<file path="src/pkg/tcst_params.svh">
// Overview of operation
// - Three independent counter channels 0..2, each with its own gate and output, all sharing one count clock.
// - Every channel counts down on the common 1.190 MHz board oscillator clock, not the bus clock.
// - The gate of channel 2 follows bit 0 of the peripheral control port at I/O address 61h.
// - The output of channel 2, ANDed with bit 1 of port 61h, drives the speaker, so the programmed count sets the tone.
// - The timer answers at five I/O ports, 40h-43h and 61h, three giving read/write access to counters 0..2.
// - The fourth port is a write-only control word selecting the mode of the addressed channel.
`ifndef TCST_PARAMS_SVH
`define TCST_PARAMS_SVH

// ---------------------------------------------
// i/o map
// ---------------------------------------------
`define TCST_IO_CNT0      10'h040
`define TCST_IO_CNT1      10'h041
`define TCST_IO_CNT2      10'h042
`define TCST_IO_CTRL      10'h043
`define TCST_IO_PCTL      10'h061

// ---------------------------------------------
// control word fields
// ---------------------------------------------
`define TCST_CW_SEL_HI    7
`define TCST_CW_SEL_LO    6
`define TCST_CW_RW_HI     5
`define TCST_CW_RW_LO     4
`define TCST_CW_MODE_HI   3
`define TCST_CW_MODE_LO   1
`define TCST_PCTL_GATE2   0
`define TCST_PCTL_SPKEN   1

// ---------------------------------------------
// reset values and timing
// ---------------------------------------------
`define TCST_RST_PCTL     8'h00
`define TCST_RST_RELOAD   16'h0000
`define TCST_REFRESH_NS   15000
`define TCST_OSC_KHZ      1190

`endif

</file>
<file path="src/pkg/tcst_pkg.sv">
package tcst_pkg;
    typedef enum logic [1:0] {
        TCST_RW_LATCH,
        TCST_RW_LSB,
        TCST_RW_MSB,
        TCST_RW_BOTH
    } tcst_rw_e;
    typedef logic [15:0] tcst_count_t;
    typedef logic [2:0]  tcst_mode_t;
endpackage

</file>
<file path="src/hdl/tcst_channel.sv">
`timescale 1ns/1ns
`default_nettype none
`include "tcst_params.svh"
module tcst_channel
    import tcst_pkg::*;
(
    // clock and reset
    input  wire logic        core_clk,
    input  wire logic        resetn,
    // count clock and gate
    input  wire logic        tick,
    input  wire logic        gate,
    // programming
    input  wire logic        load,
    input  wire tcst_count_t load_val,
    input  wire tcst_mode_t  mode,
    // result
    output tcst_count_t      count,
    output logic             out
);
    tcst_count_t next_count;
    logic        next_out;
    logic        armed;
    logic        next_armed;
    logic        square;

    // ---------------------------------------------
    // count down on oscillator tick
    // ---------------------------------------------
    always_comb begin
        square     = mode[1];
        next_count = count;
        next_out   = out;
        next_armed = armed;
        if (load) begin
            next_count = load_val;
            next_armed = 1'b1;
            next_out   = 1'b1;
        end else if (tick && gate && armed) begin
            if (count <= 16'h0002 && count != 16'h0000) begin
                next_count = load_val;
                next_out   = square ? ~out : 1'b0;
            end else begin
                next_count = count - 16'h0001;
                if (!square) next_out = 1'b1;
            end
        end else if (!gate && square) begin
            next_out = 1'b1;
        end
    end

    always_ff @(posedge core_clk or negedge resetn) begin
        if (!resetn) begin
            count <= `TCST_RST_RELOAD;
            out   <= 1'b1;
            armed <= 1'b0;
        end else begin
            count <= next_count;
            out   <= next_out;
            armed <= next_armed;
        end
    end

    chk_load_rearm: assert property (@(posedge core_clk) disable iff (!resetn)
        load |=> (count == $past(load_val) && out))
        else $error("channel did not take new count");
endmodule
`default_nettype wire

</file>
<file path="src/hdl/tcst_timer.sv">
`timescale 1ns/1ns
`default_nettype none
`include "tcst_params.svh"
module tcst_timer
    import tcst_pkg::*;
(
    // clock and reset
    input  wire logic       core_clk,
    input  wire logic       resetn,
    // board oscillator
    input  wire logic       board_oscillator_clock,
    // i/o port access
    input  wire logic [9:0] io_addr,
    input  wire logic       io_wr,
    input  wire logic       io_rd,
    input  wire logic [7:0] io_wdata,
    output logic      [7:0] io_rdata,
    output logic            io_hit,
    // channel outputs
    output logic            irq0,
    output logic            refresh_req,
    output logic            speaker
);
    logic        osc_s1;
    logic        osc_s2;
    logic        osc_d;
    logic        tick;
    logic [7:0]  pctl;
    logic [7:0]  next_pctl;
    tcst_count_t reload [3];
    tcst_count_t next_reload [3];
    tcst_rw_e    rwsel [3];
    tcst_rw_e    next_rwsel [3];
    tcst_mode_t  mode [3];
    tcst_mode_t  next_mode [3];
    logic [2:0]  flip;
    logic [2:0]  next_flip;
    logic [2:0]  load;
    logic [2:0]  next_load;
    tcst_count_t cnt [3];
    tcst_count_t latch [3];
    tcst_count_t next_latch [3];
    logic [2:0]  latched;
    logic [2:0]  next_latched;
    logic [2:0]  rflip;
    logic [2:0]  next_rflip;
    logic [2:0]  ch_out;
    logic [2:0]  gate;
    logic [7:0]  next_rdata;
    logic        next_hit;
    logic [1:0]  sel;
    logic [1:0]  cw_sel;
    logic        cnt_port;

    // ---------------------------------------------
    // oscillator synchroniser and edge
    // ---------------------------------------------
    always_ff @(posedge core_clk or negedge resetn) begin
        if (!resetn) begin
            osc_s1 <= 1'b0;
            osc_s2 <= 1'b0;
            osc_d  <= 1'b0;
        end else begin
            osc_s1 <= board_oscillator_clock;
            osc_s2 <= osc_s1;
            osc_d  <= osc_s2;
        end
    end
    assign tick = osc_s2 & ~osc_d;

    // ---------------------------------------------
    // port decode and programming
    // ---------------------------------------------
    assign cnt_port = (io_addr >= `TCST_IO_CNT0) && (io_addr <= `TCST_IO_CNT2);
    assign sel      = io_addr[1:0];
    assign cw_sel   = io_wdata[`TCST_CW_SEL_HI:`TCST_CW_SEL_LO];

    always_comb begin
        next_pctl    = pctl;
        next_reload  = reload;
        next_rwsel   = rwsel;
        next_mode    = mode;
        next_flip    = flip;
        next_load    = 3'b000;
        next_latch   = latch;
        next_latched = latched;
        next_rflip   = rflip;
        next_rdata   = io_rdata;
        next_hit     = 1'b0;
        if (io_wr && io_addr == `TCST_IO_PCTL) begin
            next_pctl = io_wdata;
        end else if (io_wr && io_addr == `TCST_IO_CTRL) begin
            if (cw_sel != 2'b11 && io_wdata[`TCST_CW_RW_HI:`TCST_CW_RW_LO] == 2'b00) begin
                next_latch[cw_sel]   = cnt[cw_sel];
                next_latched[cw_sel] = 1'b1;
            end else if (cw_sel != 2'b11) begin
                next_rwsel[cw_sel] = tcst_rw_e'(io_wdata[`TCST_CW_RW_HI:`TCST_CW_RW_LO]);
                next_mode[cw_sel]  = io_wdata[`TCST_CW_MODE_HI:`TCST_CW_MODE_LO];
                next_flip[cw_sel]  = 1'b0;
                next_rflip[cw_sel] = 1'b0;
            end
        end else if (io_wr && cnt_port) begin
            case (rwsel[sel])
                TCST_RW_LSB: begin
                    next_reload[sel] = {8'h00, io_wdata};
                    next_load[sel]   = 1'b1;
                end
                TCST_RW_MSB: begin
                    next_reload[sel] = {io_wdata, 8'h00};
                    next_load[sel]   = 1'b1;
                end
                TCST_RW_BOTH: begin
                    if (!flip[sel]) begin
                        next_reload[sel][7:0] = io_wdata;
                    end else begin
                        next_reload[sel][15:8] = io_wdata;
                        next_load[sel]         = 1'b1;
                    end
                    next_flip[sel] = ~flip[sel];
                end
                default: begin
                end
            endcase
        end
        if (io_rd && cnt_port) begin
            next_hit = 1'b1;
            case (rwsel[sel])
                TCST_RW_LSB: next_rdata = latched[sel] ? latch[sel][7:0] : cnt[sel][7:0];
                TCST_RW_MSB: next_rdata = latched[sel] ? latch[sel][15:8] : cnt[sel][15:8];
                default: begin
                    if (!rflip[sel]) begin
                        next_rdata = latched[sel] ? latch[sel][7:0] : cnt[sel][7:0];
                    end else begin
                        next_rdata = latched[sel] ? latch[sel][15:8] : cnt[sel][15:8];
                        next_latched[sel] = 1'b0;
                    end
                    next_rflip[sel] = ~rflip[sel];
                end
            endcase
        end else if (io_rd && io_addr == `TCST_IO_PCTL) begin
            next_hit   = 1'b1;
            next_rdata = {2'b00, ch_out[2], 3'b000, pctl[1:0]};
        end else if (io_rd) begin
            next_hit   = io_addr == `TCST_IO_CTRL;
            next_rdata = 8'h00;
        end
    end

    always_ff @(posedge core_clk or negedge resetn) begin
        if (!resetn) begin
            pctl     <= `TCST_RST_PCTL;
            reload   <= '{default: `TCST_RST_RELOAD};
            rwsel    <= '{default: TCST_RW_BOTH};
            mode     <= '{default: 3'h0};
            flip     <= 3'b000;
            load     <= 3'b000;
            latch    <= '{default: `TCST_RST_RELOAD};
            latched  <= 3'b000;
            rflip    <= 3'b000;
            io_rdata <= 8'h00;
            io_hit   <= 1'b0;
        end else begin
            pctl     <= next_pctl;
            reload   <= next_reload;
            rwsel    <= next_rwsel;
            mode     <= next_mode;
            flip     <= next_flip;
            load     <= next_load;
            latch    <= next_latch;
            latched  <= next_latched;
            rflip    <= next_rflip;
            io_rdata <= next_rdata;
            io_hit   <= next_hit;
        end
    end

    // ---------------------------------------------
    // channels
    // ---------------------------------------------
    assign gate = {pctl[`TCST_PCTL_GATE2], 1'b1, 1'b1};

    generate
        for (genvar i = 0; i < 3; i++) begin : g_ch
            tcst_channel u_ch (
                .core_clk (core_clk),
                .resetn   (resetn),
                .tick     (tick),
                .gate     (gate[i]),
                .load     (load[i]),
                .load_val (reload[i]),
                .mode     (mode[i]),
                .count    (cnt[i]),
                .out      (ch_out[i])
            );
        end
    endgenerate

    assign irq0        = ch_out[0];
    assign refresh_req = ch_out[1];
    assign speaker     = ch_out[2] & pctl[`TCST_PCTL_SPKEN];

    // ---------------------------------------------
    // checks
    // ---------------------------------------------
    chk_gate_follow: assert property (@(posedge core_clk) disable iff (!resetn)
        (io_wr && io_addr == `TCST_IO_PCTL) |=> gate[2] == $past(io_wdata[0]))
        else $error("gate 2 not following port bit 0");
    chk_spk_route: assert property (@(posedge core_clk) disable iff (!resetn)
        speaker == (ch_out[2] && pctl[1]))
        else $error("speaker not driven by channel 2");
    chk_cnt_write: assert property (@(posedge core_clk) disable iff (!resetn)
        (io_wr && cnt_port && rwsel[sel] == TCST_RW_LSB) |=> ##1 cnt[$past(sel,2)] ==
        {8'h00, $past(io_wdata, 2)})
        else $error("counter write not loaded");
    chk_ctrl_mode: assert property (@(posedge core_clk) disable iff (!resetn)
        (io_wr && io_addr == `TCST_IO_CTRL && io_wdata[7:6] == 2'b00 && io_wdata[5:4] != 2'b00)
        |=> mode[0] == $past(io_wdata[3:1]))
        else $error("control word mode not taken");
    chk_ctrl_wo: assert property (@(posedge core_clk) disable iff (!resetn)
        (io_rd && io_addr == `TCST_IO_CTRL) |=> io_rdata == 8'h00)
        else $error("control port is not write only");
    chk_gate_tied: assert property (@(posedge core_clk) disable iff (!resetn)
        gate[1:0] == 2'b11)
        else $error("gates 0 and 1 not active");
    chk_no_tick_hold: assert property (@(posedge core_clk) disable iff (!resetn)
        (!tick && !load[0]) |=> cnt[0] == $past(cnt[0]))
        else $error("channel 0 counted without oscillator edge");
    chk_irq_route: assert property (@(posedge core_clk) disable iff (!resetn)
        irq0 == ch_out[0] && refresh_req == ch_out[1])
        else $error("channel outputs misrouted");
    cov_tone: cover property (@(posedge core_clk) disable iff (!resetn) $rose(speaker));
    cov_irq: cover property (@(posedge core_clk) disable iff (!resetn) $fell(irq0));
    cov_latch: cover property (@(posedge core_clk) disable iff (!resetn) |latched);
endmodule
`default_nettype wire

</file>
<file path="config.mk">
export PLATFORM = sky130hd
export DESIGN_NAME = tcst_timer
export DESIGN_NICKNAME = d
export VERILOG_FILES = /design/src/pkg/tcst_pkg.sv /design/src/hdl/tcst_channel.sv /design/src/hdl/tcst_timer.sv
export VERILOG_INCLUDE_DIRS = /design/src /design/src/pkg
export SDC_FILE = /design/constraint.sdc
export NUM_CORES = 1
export LEC_CHECK = 0
export BUFFER_PORTS_ARGS = -buffer_cell sky130_fd_sc_hd__buf_2
export CAP_MARGIN = 20
export CORE_MARGIN = 2
export CORE_UTILIZATION = 30
export DETAILED_ROUTE_END_ITERATION = 12
export MAX_ROUTING_LAYER = met4
export PLACE_DENSITY = 0.51
export SLEW_MARGIN = 0
export SYNTH_ARGS = -nofsm -noshare
export SYNTH_HDL_FRONTEND = slang
export SYNTH_SLANG_ARGS = --single-unit
</file>
<file path="constraint.sdc">
create_clock -name core_clk -period 2.9 [get_ports core_clk]
set_input_delay 0.145 -clock core_clk [delete_from_list [all_inputs] [get_ports core_clk]]
set_output_delay 0.145 -clock core_clk [all_outputs]
set_load 0.02 [all_outputs]
</file>
Word-level counts from Yosys, hierarchy flattened
Index checks and enable logic that the tools add are counted.
{"block": "word_totals", "elab_cells": 219, "reg_bits": 191, "input_bits": 23, "output_inout_bits": 12}
{"block": "classes", "mux": 102, "n_addsub": 3, "eq_ne": 11, "reduce_logical": 40, "order_cmp": 13, "bitwise_logic": 19}
{"op": "$mux 16", "count": 18}
{"op": "$bwmux 48", "count": 5}
{"op": "$pmux 48 s3", "count": 1}
{"op": "$demux 16 s2", "count": 4}
{"op": "$bmux 16 s2", "count": 3}
{"op": "$mux 3", "count": 22}
{"op": "$mux 8", "count": 7}
{"op": "$le 16x2->1 const B", "count": 3}
{"op": "$mux 48", "count": 1}
{"op": "$reduce_bool 16->1", "count": 3}
{"op": "$sub 16x1->16 const B", "count": 3}
{"op": "$mux 1", "count": 24}
{"op": "$eq 10x7->1 const B", "count": 2}
{"op": "$logic_and 1x1->1", "count": 19}
{"op": "$pmux 8 s2", "count": 1}
{"op": "$ge 10x7->1 const B", "count": 1}
{"op": "$le 10x7->1 const B", "count": 1}
{"op": "$reduce_bool 2->1", "count": 5}
{"op": "$and 3x3->3", "count": 3}
{"op": "$bwmux 9", "count": 1}
{"op": "$not 1->1", "count": 9}
{"op": "$reduce_bool 3->1", "count": 3}
{"op": "$reduce_and 4->1", "count": 2}
{"op": "$bmux 1 s2", "count": 3}
{"op": "28 further kinds", "count": 44}

Longest topological paths before layout
{"block": "logic_depth", "ltp_word": 13, "depth_mapped": 14, "mapped_depth_nobuf": 10}

Cells and area by module
A second synthesis with hierarchy kept.
{"block": "unflattened", "hier_cells": 1208, "hier_area_um2": 10913.0}
{"mod": "tcst_timer", "area_per_inst_um2": 7273.2, "instances": 1, "seq_area_each_um2": 3435.8, "cells_per_inst": 780}
{"mod": "tcst_channel at g_ch[0].u_ch ...", "area_per_inst_um2": 1213.7, "instances": 2, "seq_area_each_um2": 451.7, "cells_per_inst": 143}
{"mod": "tcst_channel at g_ch[1].u_ch", "area_per_inst_um2": 1212.4, "instances": 1, "seq_area_each_um2": 451.7, "cells_per_inst": 142}

Worst setup path after synthesis
Ideal clock, no wire load.
{"block": "synth_timing", "path_type": "input to register", "start": "in io_addr[0]", "end": "reg rflip[2]", "required_ps": 2773, "setup_time_ps": 127, "arrival_time_ps": 2931, "n_path_buf": 3, "path_slack_ps": -158, "stages": 12, "cell_sequence": "buf_2 buf_1 buf_1 mux2i_1 nor2_1 a21oi_1 ha_1 or2_2 nor4_1 nand2_1 nand3_1 o21ai_0"}
{"block": "synth_via", "elab_chain_cells": 8, "word_cells_on_any_way": 28, "classes_between": "order compare (4); eq/ne (4); mux (12); bitwise (2); reduce/logical (6)"}
{"item": "from (decl)", "line_no": "tcst_timer.sv:13", "source": "input wire logic [9:0] io_addr,"}
{"item": "parallel branches: the longest is 7 deep, another holds $lt 2x3->1"}
{"item": "$mux 3 (*)", "line_no": "tcst_timer.sv:125", "source": "if (io_rd && cnt_port) begin"}
{"item": "via next_rflip[2]", "line_no": "tcst_timer.sv:46", "source": "logic [2:0] next_rflip;"}
{"item": "to (signal assigned)", "line_no": "tcst_timer.sv:171", "source": "rflip <= next_rflip;"}
{"item": "to (decl)", "line_no": "tcst_timer.sv:45", "source": "logic [2:0] rflip;"}
Mark *: on every way through the listed nets, which the timed path passes. The select of a mux whose other input is x is not followed.
A chain may end at the register's enable or synchronous reset.

Worst setup path after layout
{"block": "layout_timing", "start": "reg g_ch[0].u_ch.count[0]", "end": "reg g_ch[0].u_ch.count[11]"}
{"block": "layout_via", "elab_chain_cells": 5, "word_cells_on_any_way": 7, "classes_between": "add/sub (1); order compare (1); mux (3); reduce/logical (2)"}
{"item": "from (decl)", "line_no": "tcst_channel.sv:18", "source": "output tcst_count_t count,"}
{"item": "from (signal assigned)", "line_no": "tcst_channel.sv:54", "source": "count <= `TCST_RST_RELOAD;"}
{"item": "from (signal assigned)", "line_no": "tcst_channel.sv:58", "source": "count <= next_count;"}
{"item": "$le 16x2->1 or $reduce_bool 16->1 (tied branches)", "line_no": "tcst_channel.sv:40", "source": "if (count <= 16'h0002 && count != 16'h0000) begin"}
{"item": "$logic_and 1x1->1", "line_no": "tcst_channel.sv:40"}
{"item": "$mux 16 (*)", "line_no": "tcst_channel.sv:40"}
{"item": "$mux 16 (*)", "line_no": "tcst_channel.sv:39", "source": "end else if (tick && gate && armed) begin"}
{"item": "$mux 16 (*)", "line_no": "tcst_channel.sv:35", "source": "if (load) begin"}
Every way passes the cells marked *; elsewhere a longest branch is shown, timed or not. The select of a mux whose other input is x is not followed.

==> results.toml <==
[synthesis]
synth_top_area_frac = 0.4157
synth-seq-area-share = 0.4380
synth_ff_type = "dfrtp_1"
synth_fp_nets = 1203
yosysUniqueCellTypes = 71
synth.cell_area_mm2 = 0.01060
synth_edf_count = 0
synthArstFlopShare = 1.000
synth_seq_cells = 185
avgSynthCellArea_um2 = 9.079
yosys_warnings = 0
synthCells = 1167
yosysTopAreaCell = "dfrtp_1"
ys_top_cells_by_area = "dfrtp_1, mux2i_1, o21ai_0"

[timing]
fin_crit_sh = 0.9239
tightest_slew_ps = 1035
fin_crit_ps = 2679
setup_viol_count_final = 0
hold_violations = 0
relSlewSlack = 0.3098
finClkSkew_ps = 14.41
timing.fmax_ghz = 0.3732
rsz0062_at_grt = "false"
final_max_slew_viol_count = 0
setup_tns_ps = 0

[place]
gp_congestion = 0.9078
io_buffers = 34
hpwl_um = 26560

[clocking]
cts_tree = "built"
cts_made_buffers = 17
hold_buffers = 3
htreeDepth = 4
cts_root_buf = "clkbuf_16"
cts.clk_slew.worst_paths_ps = 70
clk_latency_ps = 450
clock-sinks = 185
post_cts_resize_count = 0
post_cts_buffers = 0
cts_buffer_depth = 2

[drt]
num_vias = 9345
dr.pass1.iters = 5
drt_iter0_drc = 869
postRouteAntennaNets = 0
wl_per_cell_um = 22.04
drc = 0
vias_per_cell = 5.616
wl_um = 36670

[global_routing]
grt_max_degree = 74
antenna_found_initial = 0
grt_pass1_vias = 8891
overflow = 0
track_usage = 0.2119
grt_pass1_wl_um = 56520

[finish]
syn_to_final_growth_pct = 14.25
layout.cells.most_common_list = "dfrtp_1, nand2_1, o21ai_0, a21oi_1, mux2i_1"
diodes = 0
nNetsFinal = 1232
final_common_cell = "dfrtp_1"
drive_gt1_frac = 0.1447

[power]
leakagePower_nw = 5.550
p_per_area_mw_per_mm2 = 438.6
irDropWorstVdd_v = 0.0003934
p_total_mw = 5.309

[setup_path]
reg2regPathDepth = 7
crit_path_end_kind = "flip-flop"
crit_type = "flip-flop to flip-flop"
crit_fanout = 15
start_kind = "flip-flop"
arrival_ps = 2940
cp_data_required_time_ps = 3160

[floorplan]
die_y_um = 191.9
ios = 35
chipWidth_um = 191.9
die_area_mm2 = 0.03684
fp-row-count = 68
core-area_mm2 = 0.03463
initial_core_util = 0.3060

[job]
maxCapViolations = 0

[min_path]
hold_class = "primary input to flip-flop"
hold_path_depth = 4

[status]
status = "finished clean"
[state kept, by name, summed over array words and instances (netlist names)]
name / count
mode: 3
reload: 48
io_hit: 1
g_ch.u_ch.count: 48
pctl: 2
latch: 48
load: 3
io_rdata: 8
g_ch.u_ch.armed: 3
osc_d: 1
osc_s2: 1
flip: 3
rwsel: 6
rflip: 3
latched: 3
g_ch.u_ch.out: 3
osc_s1: 1
[layer usage]
metal,up-vias,part of all wire,global-route usage
met1,4654,0.46,0.2884
met3,54,0.054,0.03709
li1,4378,-,-
met2,259,0.45,0.3157
met4,0,0.033,0.07692
met5,-,0,-
[through the flow]
stage / std cells / area [µm²] / util / hold slack, ps / setup slack (ps)
floorplan: 1167 / 10600 / - / -150.6 / 17.89
global placement: 1629 / 11490 / 0.3318 / 150.9 / 192.6
detailed placement: 1629 / 11490 / 0.3318 / 149.1 / 298.7
CTS: 1664 / 12110 / 0.3496 / 73.41 / 264.5
global route: 1664 / 12110 / 0.3496 / 95.97 / 136.3
finish: 1664 / 12110 / 0.3496 / 78.35 / 220.6
[critical path, stage by stage, from the launching register on]
cell     delay, ps
dfrtp_1        460
inv_1          150
ha_1           220
o21a_1         220
a21oi_2        790
buf_4          310
mux2i_1        210
o32ai_1        120
[kinds of logic (layout without fill, tap and decap cells)]
logic type,Yosys count,after routing,share of synthesized area
adder cells (fa/ha/maj),13,13,0.01535
flip-flops,185,185,0.4380
AND/OR/NAND/NOR,363,363,0.1664
AO/OA/AOI/OAI,384,384,0.2397
buffers and inverters,126,168,0.04712
multiplexers,96,96,0.09341
[cells in the mapped netlist (all sizes together) (10+ instances only)]
library cell / n
dfrtp: 176
nand2: 124
o21ai: 110
a21oi: 80
mux2i: 73
nor2: 72
clkbuf: 71
inv: 36
nor3: 35
o2bb2ai: 31
nand3: 29
mux2: 23
nor4: 22
buf: 18
a22oi: 16
a221oi: 15
o211ai: 15
ha: 13
a211oi: 12
a21o: 12
nand2b: 12
nor2b: 12
a22o: 11
a31oi: 11
and2: 10
[final cells by class]
cell class              instances  area (µm²)
inverters                      37       138.9
clock buffers                  23       467.9
multi-input cells             856        5473
repair buffers                 99       699.4
flip-flops and latches        185        4641
well taps                     455       569.3
clock inverters                 9       116.4
fillers                      3519       22520
[report_power, final]
| part | internal (mW) | switching [mW] | leakage [nW] |
|---|---|---|---|
| sequential | 2.58 | 0.00321 | 2.40 |
| combinational | 0.0936 | 0.239 | 2.87 |
| clock | 1.33 | 1.06 | 0.282 |
[final timing paths]
check,end,start,slack (ps)
worst min register to register,osc_s2$_DFF_PN0_,osc_s1$_DFF_PN0_,350
worst min-delay path,io_hit$_DFF_PN0_,io_addr[4],80
worst max-delay path,g_ch[0].u_ch.count[11]$_DFFE_PN0P_,g_ch[0].u_ch.count[0]$_DFFE_PN0P_,220
worst max register to register,g_ch[0].u_ch.count[11]$_DFFE_PN0P_,g_ch[0].u_ch.count[0]$_DFFE_PN0P_,220
min in group asynchronous,g_ch[1].u_ch.count[5]$_DFFE_PN0P_,resetn,230
max in group asynchronous,rwsel[2]$_DFFE_PN1P_,resetn,1850
No activity file was read; power rests on OpenSTA's default activity.
